--- config.mk ---
export PLATFORM = sky130hd
export DESIGN_NAME = cpsi_sysif
export DESIGN_NICKNAME = d
export VERILOG_FILES = /design/src/hw/cpsi_pkg.sv /design/src/hw/cpsi_sysif.sv /design/src/hw/cpsi_trace_ser.sv
export VERILOG_INCLUDE_DIRS = /design/src /design/src/hw
export SDC_FILE = /design/constraint.sdc
export NUM_CORES = 1
export LEC_CHECK = 0
export ABC_AREA = 1
export BUFFER_PORTS_ARGS = -buffer_cell sky130_fd_sc_hd__buf_2
export CORE_ASPECT_RATIO = 1.5
export CORE_MARGIN = 2
export CORE_UTILIZATION = 35
export DETAILED_ROUTE_END_ITERATION = 8
export SYNTH_ARGS = -nofsm -noshare
export SYNTH_HDL_FRONTEND = slang
export SYNTH_HIERARCHICAL = 1
export SYNTH_SLANG_ARGS = --single-unit
--- constraint.sdc ---
create_clock -name sys_clk -period 1.9 [get_ports sys_clk]
set_input_delay 0.38 -clock sys_clk [delete_from_list [all_inputs] [get_ports sys_clk]]
set_output_delay 0.38 -clock sys_clk [all_outputs]
set_load 0.005 [all_outputs]
--- src/hw/cpsi_map.svh ---
// register offsets, field positions, reset values and codes of the pin control block
`ifndef CPSI_MAP_SVH
`define CPSI_MAP_SVH

// register byte addresses
`define CPSI_ADDR_W          8
`define CPSI_OFS_CAUSE       8'h00
`define CPSI_OFS_MASK        8'h04
`define CPSI_OFS_CTRL        8'h08
`define CPSI_OFS_STRAP       8'h0c
`define CPSI_OFS_TRACE       8'h10

// cause register fields
`define CPSI_NUM_INT         5
`define CPSI_CAUSE_INT_LO    10
`define CPSI_CAUSE_INT_HI    14
`define CPSI_CAUSE_NMI       15

// mask register fields
`define CPSI_MASK_GIE        5

// control register fields
`define CPSI_CTRL_GO         0
`define CPSI_CTRL_WR         1
`define CPSI_CTRL_OWNS       2
`define CPSI_CTRL_TBUSY      3
`define CPSI_CTRL_BRK_DRV    4
`define CPSI_CTRL_BRK_VAL    5
`define CPSI_CTRL_BRK_IN     6

// strap register fields
`define CPSI_STRAP_LEGACY    0
`define CPSI_STRAP_RATIO_LO  1
`define CPSI_STRAP_RATIO_HI  2
`define CPSI_STRAP_BIG       3
`define CPSI_STRAP_DBG       4
`define CPSI_STRAP_X2_LO     8
`define CPSI_STRAP_X2_HI     11

// clock ratio codes and the core/system ratio in half steps
`define CPSI_RATIO_4_1       2'h3
`define CPSI_RATIO_3_1       2'h2
`define CPSI_RATIO_5_2       2'h1
`define CPSI_RATIO_2_1       2'h0
`define CPSI_X2_4_1          4'h8
`define CPSI_X2_3_1          4'h6
`define CPSI_X2_5_2          4'h5
`define CPSI_X2_2_1          4'h4

// trace packet shape
`define CPSI_TRC_NIBBLES     4
`define CPSI_TRC_CNT_W       3

// reset values
`define CPSI_RST_MASK        5'h00
`define CPSI_RST_WORD        32'h0000_0000
`define CPSI_RST_X2          4'h4

`endif

--- src/hw/cpsi_pkg.sv ---
// types shared by the pin control block and its trace serialiser
`include "cpsi_map.svh"
package cpsi_pkg;

    typedef enum logic {
        bus_master,
        bus_slave
    } cpsi_bus_e;

    typedef struct packed {
        cpsi_bus_e                  bus;
        logic                       legacy;
        logic [1:0]                 ratio;
        logic                       big;
        logic                       dbg_boot;
        logic [`CPSI_NUM_INT-1:0]   int_lvl;
        logic                       nmi_prev;
        logic                       nmi_pend;
        logic [`CPSI_NUM_INT-1:0]   mask;
        logic                       gie;
        logic                       pend;
        logic                       is_wr;
        logic                       brk_drv;
        logic                       brk_val;
        logic                       brk_in;
        logic                       rel_owns;
        logic                       req_out;
        logic                       oe_n;
        logic                       brk_oe_n;
        logic                       int_out;
        logic                       nmi_out;
        logic [3:0]                 ratio_x2;
        logic [31:0]                rd_data;
    } cpsi_state_s;

    typedef struct packed {
        logic [`CPSI_TRC_NIBBLES*4-1:0] shreg;
        logic [`CPSI_TRC_CNT_W-1:0]     cnt;
        logic                           busy;
        logic [3:0]                     nib;
        logic                           last;
    } cpsi_trace_s;

endpackage : cpsi_pkg

--- src/hw/cpsi_sysif.sv ---
// pin level control: bus ownership handshake, straps, resets, interrupts, trace, float
//
// Design decisions made here: the register addresses and strobed register access.
`include "cpsi_map.svh"

module cpsi_sysif #(
    parameter int NUM_INT = `CPSI_NUM_INT
) (
    input  wire logic                    sys_clk,
    input  wire logic                    reset_n,
    input  wire logic                    warm_reset_n,
    input  wire logic                    clk_en,
    input  wire logic [`CPSI_ADDR_W-1:0] reg_addr,
    input  wire logic [31:0]             reg_wr_data,
    input  wire logic                    reg_wr,
    input  wire logic                    reg_rd,
    output logic      [31:0]             reg_rd_data,
    input  wire logic                    legacy_protocol_select,
    input  wire logic [1:0]              clock_ratio_select,
    input  wire logic                    byte_order_select,
    input  wire logic                    agent_bus_request,
    input  wire logic                    write_accept_ready,
    input  wire logic                    agent_ok_in,
    input  wire logic                    read_accept_ready,
    input  wire logic [NUM_INT-1:0]      int_req,
    input  wire logic                    nmi_req,
    input  wire logic                    float_outputs,
    input  wire logic                    break_trigger_io_i,
    output logic                         break_trigger_io_o,
    output logic                         break_trigger_io_oe_n,
    output logic                         release_owns_out,
    output logic                         proc_request_out,
    output logic      [3:0]              trace_nibble_out,
    output logic                         trace_packet_last,
    output logic                         trace_clock_out,
    output logic                         outputs_oe_n,
    output logic                         core_int_req,
    output logic                         core_nmi_req,
    output logic      [3:0]              core_ratio_x2,
    output logic                         byte_order_big
);

    // the state struct holds exactly the documented interrupt count
    initial begin
        if (NUM_INT != `CPSI_NUM_INT) begin
            $error("cpsi_sysif: interrupt count must match the cause field");
        end
    end

    cpsi_pkg::cpsi_state_s q_r;
    cpsi_pkg::cpsi_state_s q_nxt;

    logic       wr_cause;
    logic       wr_mask;
    logic       wr_ctrl;
    logic       wr_trace;
    logic       trc_busy;
    logic [3:0] trc_nib;
    logic       trc_last;
    logic       served;
    logic       accept;
    logic       sw_go;
    logic [3:0] x2_dec;

    // register write decode
    assign wr_cause = reg_wr && (reg_addr == `CPSI_OFS_CAUSE);
    assign wr_mask  = reg_wr && (reg_addr == `CPSI_OFS_MASK);
    assign wr_ctrl  = reg_wr && (reg_addr == `CPSI_OFS_CTRL);
    assign wr_trace = reg_wr && (reg_addr == `CPSI_OFS_TRACE);
    assign sw_go    = wr_ctrl && reg_wr_data[`CPSI_CTRL_GO];

    // acceptance of the outstanding request depends on the protocol
    always_comb begin
        if (q_r.legacy) begin
            accept = agent_ok_in;
        end else if (q_r.is_wr) begin
            accept = write_accept_ready;
        end else begin
            accept = read_accept_ready;
        end
    end
    assign served = q_r.pend && (q_r.bus == cpsi_pkg::bus_master) && accept;

    // ratio code to core/system ratio in half steps
    always_comb begin
        case (q_r.ratio)
            `CPSI_RATIO_4_1: x2_dec = `CPSI_X2_4_1;
            `CPSI_RATIO_3_1: x2_dec = `CPSI_X2_3_1;
            `CPSI_RATIO_5_2: x2_dec = `CPSI_X2_5_2;
            `CPSI_RATIO_2_1: x2_dec = `CPSI_X2_2_1;
            default:         x2_dec = `CPSI_X2_2_1;
        endcase
    end

    // next state of the whole block
    always_comb begin
        q_nxt         = q_r;
        q_nxt.rd_data = `CPSI_RST_WORD;

        // interrupt levels follow the pins every cycle
        q_nxt.int_lvl  = int_req;
        q_nxt.nmi_prev = nmi_req;
        q_nxt.brk_in   = break_trigger_io_i;

        // nmi edge is sticky; a new edge wins over a software clear
        if (wr_cause && reg_wr_data[`CPSI_CAUSE_NMI]) begin
            q_nxt.nmi_pend = 1'b0;
        end
        if (nmi_req && !q_r.nmi_prev) begin
            q_nxt.nmi_pend = 1'b1;
        end

        if (wr_mask) begin
            q_nxt.mask = reg_wr_data[NUM_INT-1:0];
            q_nxt.gie  = reg_wr_data[`CPSI_MASK_GIE];
        end

        // request bookkeeping; a new request wins over completion
        if (served) begin
            q_nxt.pend = 1'b0;
        end
        if (wr_ctrl) begin
            q_nxt.brk_drv = reg_wr_data[`CPSI_CTRL_BRK_DRV];
            q_nxt.brk_val = reg_wr_data[`CPSI_CTRL_BRK_VAL];
        end
        if (sw_go && (!q_r.pend || served)) begin
            q_nxt.pend  = 1'b1;
            q_nxt.is_wr = reg_wr_data[`CPSI_CTRL_WR];
        end

        // ownership handshake with the external agent
        case (q_r.bus)
            cpsi_pkg::bus_master: begin
                if (agent_bus_request) begin
                    q_nxt.bus = cpsi_pkg::bus_slave;
                end
            end
            cpsi_pkg::bus_slave: begin
                if (!agent_bus_request) begin
                    q_nxt.bus = cpsi_pkg::bus_master;
                end
            end
            default: begin
                q_nxt.bus = cpsi_pkg::bus_master;
            end
        endcase

        // shared release / ownership pin
        if (q_r.legacy) begin
            q_nxt.rel_owns = (q_nxt.bus == cpsi_pkg::bus_master);
        end else begin
            q_nxt.rel_owns = (q_r.bus == cpsi_pkg::bus_master)
                             && (q_nxt.bus == cpsi_pkg::bus_slave);
        end

        // request pin: pending in native, bus wanted in legacy
        if (q_r.legacy) begin
            q_nxt.req_out = q_nxt.pend && (q_nxt.bus != cpsi_pkg::bus_master);
        end else begin
            q_nxt.req_out = q_nxt.pend;
        end

        // interrupt lines to the core; nmi bypasses every mask
        q_nxt.int_out = q_r.gie && |(q_r.int_lvl & q_r.mask);
        q_nxt.nmi_out = q_r.nmi_pend;

        // pin drivers float on request
        q_nxt.oe_n     = float_outputs;
        q_nxt.brk_oe_n = float_outputs || !q_r.brk_drv;
        q_nxt.ratio_x2 = x2_dec;

        // register read data, one cycle after the strobe
        if (reg_rd) begin
            case (reg_addr)
                `CPSI_OFS_CAUSE: begin
                    q_nxt.rd_data[`CPSI_CAUSE_INT_HI:`CPSI_CAUSE_INT_LO] = q_r.int_lvl;
                    q_nxt.rd_data[`CPSI_CAUSE_NMI] = q_r.nmi_pend;
                end
                `CPSI_OFS_MASK: begin
                    q_nxt.rd_data[NUM_INT-1:0]    = q_r.mask;
                    q_nxt.rd_data[`CPSI_MASK_GIE] = q_r.gie;
                end
                `CPSI_OFS_CTRL: begin
                    q_nxt.rd_data[`CPSI_CTRL_GO]      = q_r.pend;
                    q_nxt.rd_data[`CPSI_CTRL_WR]      = q_r.is_wr;
                    q_nxt.rd_data[`CPSI_CTRL_OWNS]    = (q_r.bus == cpsi_pkg::bus_master);
                    q_nxt.rd_data[`CPSI_CTRL_TBUSY]   = trc_busy;
                    q_nxt.rd_data[`CPSI_CTRL_BRK_DRV] = q_r.brk_drv;
                    q_nxt.rd_data[`CPSI_CTRL_BRK_VAL] = q_r.brk_val;
                    q_nxt.rd_data[`CPSI_CTRL_BRK_IN]  = q_r.brk_in;
                end
                `CPSI_OFS_STRAP: begin
                    q_nxt.rd_data[`CPSI_STRAP_LEGACY] = q_r.legacy;
                    q_nxt.rd_data[`CPSI_STRAP_RATIO_HI:`CPSI_STRAP_RATIO_LO] = q_r.ratio;
                    q_nxt.rd_data[`CPSI_STRAP_BIG]    = q_r.big;
                    q_nxt.rd_data[`CPSI_STRAP_DBG]    = q_r.dbg_boot;
                    q_nxt.rd_data[`CPSI_STRAP_X2_HI:`CPSI_STRAP_X2_LO] = q_r.ratio_x2;
                end
                default: begin
                    q_nxt.rd_data = `CPSI_RST_WORD;
                end
            endcase
        end

        // warm reset clears logical state and keeps the straps
        if (!warm_reset_n) begin
            q_nxt.bus      = cpsi_pkg::bus_master;
            q_nxt.pend     = 1'b0;
            q_nxt.is_wr    = 1'b0;
            q_nxt.nmi_pend = 1'b0;
            q_nxt.mask     = `CPSI_RST_MASK;
            q_nxt.gie      = 1'b0;
            q_nxt.brk_drv  = 1'b0;
            q_nxt.brk_val  = 1'b0;
            q_nxt.rel_owns = 1'b0;
            q_nxt.req_out  = 1'b0;
            q_nxt.int_out  = 1'b0;
            q_nxt.nmi_out  = 1'b0;
            q_nxt.brk_oe_n = 1'b1;
        end
    end

    // full reset clears the state, floats the output enables, sets the ratio to 2:1 and catches the straps while held
    always_ff @(posedge sys_clk) begin
        if (!reset_n) begin
            q_r          <= '0;
            q_r.bus      <= cpsi_pkg::bus_master;
            q_r.legacy   <= legacy_protocol_select;
            q_r.ratio    <= clock_ratio_select;
            q_r.big      <= byte_order_select;
            q_r.dbg_boot <= break_trigger_io_i;
            q_r.ratio_x2 <= `CPSI_RST_X2;
            q_r.oe_n     <= 1'b1;
            q_r.brk_oe_n <= 1'b1;
        end else if (clk_en) begin
            q_r <= q_nxt;
        end
    end

    // trace packets are loaded from the trace register
    cpsi_trace_ser #(
        .NIBBLES   (`CPSI_TRC_NIBBLES)
    ) u_trace (
        .sys_clk   (sys_clk),
        .reset_n   (reset_n),
        .clk_en    (clk_en),
        .flush     (!warm_reset_n),
        .load      (wr_trace),
        .load_data (reg_wr_data[`CPSI_TRC_NIBBLES*4-1:0]),
        .busy      (trc_busy),
        .nibble    (trc_nib),
        .last      (trc_last)
    );

    // pin and core outputs
    assign reg_rd_data           = q_r.rd_data;
    assign release_owns_out      = q_r.rel_owns;
    assign proc_request_out      = q_r.req_out;
    assign break_trigger_io_o    = q_r.brk_val;
    assign break_trigger_io_oe_n = q_r.brk_oe_n;
    assign outputs_oe_n          = q_r.oe_n;
    assign core_int_req          = q_r.int_out;
    assign core_nmi_req          = q_r.nmi_out;
    assign core_ratio_x2         = q_r.ratio_x2;
    assign byte_order_big        = q_r.big;
    assign trace_nibble_out      = trc_nib;
    assign trace_packet_last     = trc_last;
    assign trace_clock_out       = sys_clk;

endmodule : cpsi_sysif

--- src/hw/cpsi_trace_ser.sv ---
// trace serialiser: sends one packet as nibbles and marks the final one
`include "cpsi_map.svh"
module cpsi_trace_ser #(
    parameter int NIBBLES = `CPSI_TRC_NIBBLES
) (
    input  wire logic                 sys_clk,
    input  wire logic                 reset_n,
    input  wire logic                 clk_en,
    input  wire logic                 flush,
    input  wire logic                 load,
    input  wire logic [NIBBLES*4-1:0] load_data,
    output logic                      busy,
    output logic [3:0]                nibble,
    output logic                      last
);

    // the struct is sized by the header, so the parameter must agree
    initial begin
        if (NIBBLES != `CPSI_TRC_NIBBLES || NIBBLES >= (1 << `CPSI_TRC_CNT_W)) begin
            $error("cpsi_trace_ser: unsupported packet length");
        end
    end

    cpsi_pkg::cpsi_trace_s q_r;
    cpsi_pkg::cpsi_trace_s q_nxt;

    // shift out low nibble first; a load while busy is ignored
    always_comb begin
        q_nxt = q_r;
        if (flush) begin
            q_nxt = '0;
        end else if (q_r.busy) begin
            q_nxt.nib   = q_r.shreg[3:0];
            q_nxt.shreg = q_r.shreg >> 4;
            q_nxt.last  = (q_r.cnt == `CPSI_TRC_CNT_W'(1));
            q_nxt.busy  = (q_r.cnt != `CPSI_TRC_CNT_W'(1));
            q_nxt.cnt   = q_r.cnt - `CPSI_TRC_CNT_W'(1);
        end else begin
            q_nxt.nib  = 4'h0;
            q_nxt.last = 1'b0;
            if (load) begin
                q_nxt.shreg = load_data;
                q_nxt.cnt   = `CPSI_TRC_CNT_W'(NIBBLES);
                q_nxt.busy  = 1'b1;
            end
        end
    end

    // state register, frozen while the clock enable is low
    always_ff @(posedge sys_clk) begin
        if (!reset_n) begin
            q_r <= '0;
        end else if (clk_en) begin
            q_r <= q_nxt;
        end
    end

    assign busy   = q_r.busy;
    assign nibble = q_r.nib;
    assign last   = q_r.last;

endmodule : cpsi_trace_ser

# Word level (Yosys, flattened, before mapping)
# Cells that the tools add are included.
# W data, S select, Z words.
# totals
ff_bits,91
input_bits,62
# op_classes
add_sub_neg,1
eq_ne,14
muxes,28
bitwise_logic,3
n_reduce_logical,26
# op_table
cell,count
$mux W65,1
$mux W60,1
$mux W25,2
$mux W20,1
$eq A8 B4 Y1 const B,2
$mux W16,1
$pmux W4 S4,1
$pmux W5 S3,1
$logic_and A1 B1 Y1,13
$mux W11,1
$mux W1,10
$reduce_and A2 Y1,5
$ne A3 B1 Y1 const B,3
$eq A8 B3 Y1 const B,1
$eq A8 B5 Y1 const B,1
$logic_not A8 Y1,1
$mux W2,4
$mux W6,1
$ne A2 B1 Y1 const B,3
$and A5 B5 Y5,1
$reduce_or A5 Y1,1
$eq A2 B2 Y1 const B,2
$mux W4,1
$pmux W2 S2,1
other kinds (9),13

# Depth between registers and ports, before layout
# depth
word_depth,11
depth_mapped,10
ltp_nobuf,9

# Modules after synthesis
# Netlist, hierarchy kept.
# by_module_without_submodules
mod,instances,cells_each,area_per_inst_um2,seq_area_each_um2
cpsi_sysif,1,330,2441.1,1031.0
cpsi_trace_ser,1,173,1267.5,500.5

==> flow_summary.toml <==
[outcome]
status = "finished, final reports clean"

[worst_setup_path]
path_common_cell = "clkbuf_16"
worstPathRequired_ns = 1.52
critPathLaunch = "sys_clk"
path_cells = "clkbuf_16 > clkbuf_16 > buf_2"
critPathLaunchType = "clock port"
crit_slowest_cell = "clkbuf_16"
critPathMaxStageDelay_ns = 0.12
critical_path_arrival_ns = 1.31
crit_family = "buffers and inverters"
r2r_start = "u_trace/busy"
path_max_fanout = 2
cp_num_buf_inv = 3
worstSetupEndpointType = "primary output"
critPathKind = "clk -> out"

[drt]
vias_per_cell = 4.705
antenna_left = 0
drc = 0
drt_wl_total_mm = 9.168
vias = 3364
wl_per_cell_um = 12.82
first_pass_iters = 4
drtIter0Drc = 139

[floorplanning]
num_io_pins = 112
die_area_sq_mm = 0.01145
die_y_um = 130.1
core_sq_mm = 0.01048
start_util = 0.3540
rows = 46
fp.dieW_um = 88.05

[global_route]
gr-max-usage-layer = "met2"
antenna_found_initial = 0
grtUsageMet1 = 0.1845
grt_overflow_total = 0
grt_pass1_vias = 3222
grt_use_met2 = 0.2981
grt_max_degree = 31
grt_pass1_wl_mm = 14.95
grt_usage = 0.1701
grt_use_met3 = 0.04111

[min_path]
hp-start = "int_req[4]"
hp-class = "in -> reg"

[sta]
maxSlewViolCount = 0
rsz0062_at_grt = "false"
setup_viol = 0
hold_viol_final = 0
skew_ns = 0.005208
setup-tns-final_ns = 0

[cts]
hold_buffers = 0
post_cts_buffers = 0
insertion_delay_ns = 0.44
cts_tree = "built"
cts.clk_slew.worst_paths_ns = 0.06
cts_resized = 0

[logic_synthesis]
post_synth.cell_area_avg_sq_um = 7.373
async_flop_share = 0
netlist.top_cell.by_area = "dfxtp_1"
syn_inst = 503
ys_ff_latch = 74
synth.area.top_cells = "dfxtp_1 37%, nand2_1 13%, buf_4 8.5%"
synth_common_cells = "131 x nand2_1, 69 x dfxtp_1, 53 x nor2_1"
synth.most_common_cell = "nand2_1"
synth-edff-count = 5
ys_seq_area_frac = 0.4130
ys_warn_count = 6
netlist_area_sq_mm = 0.003709
synth_ff_type = "dfxtp_1"
synth_top_area_share = 0.3725
yosysUniqueCellTypes = 39

[placement]
place_hpwl_mm = 6.982
routabilityCongestion = 0.8608
portBuffers = 78

[finish]
area_growth_pct = 19.67
layout-drive-gt1-share = 0.2469
diodes = 0
nFillCells = 1128
postLayoutCoreUtil = 0.4237
layout.nets = 630

[pwr]
switching_share = 0.2140
vdd_drop_max_uv = 522.1
internal_power_mw = 3.182
powerDensity_mw_per_mm2 = 912.2
p_leak_nw = 1.962
p_clk_frac = 0.538
combPwrFrac = 0.063
p_seq_frac = 0.400
p_sw_mw = 0.8664

[flow_run]
maxCapViolCount = 0
==> power groups by stage <==
stage	Combinational, mW	Sequential, mW	Clock (mW)
2_1_floorplan	0.171	1.65	0.0341
3_3_place_gp	0.250	1.65	0.0229
3_5_place_dp	0.253	1.65	0.0229
4_1_cts	0.255	1.62	2.22
5_1_grt	0.285	1.62	2.30
6_report	0.253	1.62	2.18
==> final timing paths <==
kind,to,slack [ns],cells after the start
worst max register to register,u_trace/q_r[16],0.55,6
worst max-delay path,trace_clock_out,0.21,3
worst min-delay path,q_r[59],0.17,3
worst min register to register,outputs_oe_n,0.45,2
==> layout make-up <==
type	count	area [sq um]	share of cell area
Inverter	35	133.9	0.03017
Tap cell	144	180.2	0.04060
Clock buffer	15	332.8	0.07499
Timing Repair Buffer	92	510.5	0.1150
Clock inverter	5	76.32	0.01720
Sequential cell	74	1531	0.3451
Multi-Input combinational cell	350	1673	0.3769
==> layout by cell type (no fill, tap or decap), drive strengths merged <==
master | Yosys | layout
clkinv | 1 | 3
nor2 | 61 | 61
conb | 1 | 17
inv | 34 | 34
a31oi | 3 | 3
bufinv | 0 | 2
edfxtp | 5 | 5
o21a | 2 | 2
dfxtp | 69 | 69
clkinvlp | 0 | 1
a21oi | 46 | 46
nor3 | 5 | 5
nand2 | 135 | 135
or2 | 1 | 1
a221oi | 1 | 1
ha | 2 | 2
o21ai | 14 | 14
nand3 | 47 | 47
nand4 | 2 | 2
buf | 50 | 93
o211ai | 2 | 2
a21boi | 12 | 12
clkbuf | 10 | 14
==> registers in the layout, indices dropped and copies added (netlist names), 4 cells and up <==
register        cells
u_trace/nibble      4
reg_rd_data        15
q_r                18
u_trace/q_r        19
q_nxt               4
core_ratio_x2       4
==> kinds of logic (layout without fill, tap and decap cells) <==
logic type               after synthesis  in the layout  synth area share
AND/OR/NAND/NOR                      251            251            0.3023
adder cells (fa/ha/maj)                2              2          0.006747
flip-flops                            74             74            0.4130
AO/OA/AOI/OAI                         80             80            0.1248
other                                  1             17          0.001011
buffers and inverters                 95            147            0.1522
==> stage by stage <==
stage | cells | power, mW | cell area, sq um | hold slack [ns] | worst slack (ns)
after detailed placement | 696 | 1.927 | 4034 | 0.4471 | 0.1142
after global routing | 715 | 4.205 | 4438 | 0.1678 | 0.2054
after global placement | 696 | 1.923 | 4034 | 0.4369 | 0.1461
final | 715 | 4.048 | 4438 | 0.1668 | 0.2120
after CTS | 715 | 4.087 | 4438 | 0.1584 | 0.2074
after floorplan | 519 | 1.851 | 3769 | 0.4351 | 0.2415
==> routing by layer <==
metal,vias to the layer above,part of all wire
met5,-,0
met4,0,0.037
met3,25,0.044
met2,95,0.51
met1,1556,0.41
li1,1688,-
==> worst min-delay path: cells and delay by family <==
kind                   cells  cell delay (ns)
buffers and inverters      1             0.08
AND/OR/NAND/NOR            2             0.12
No activity file was read; power rests on OpenSTA's default activity.
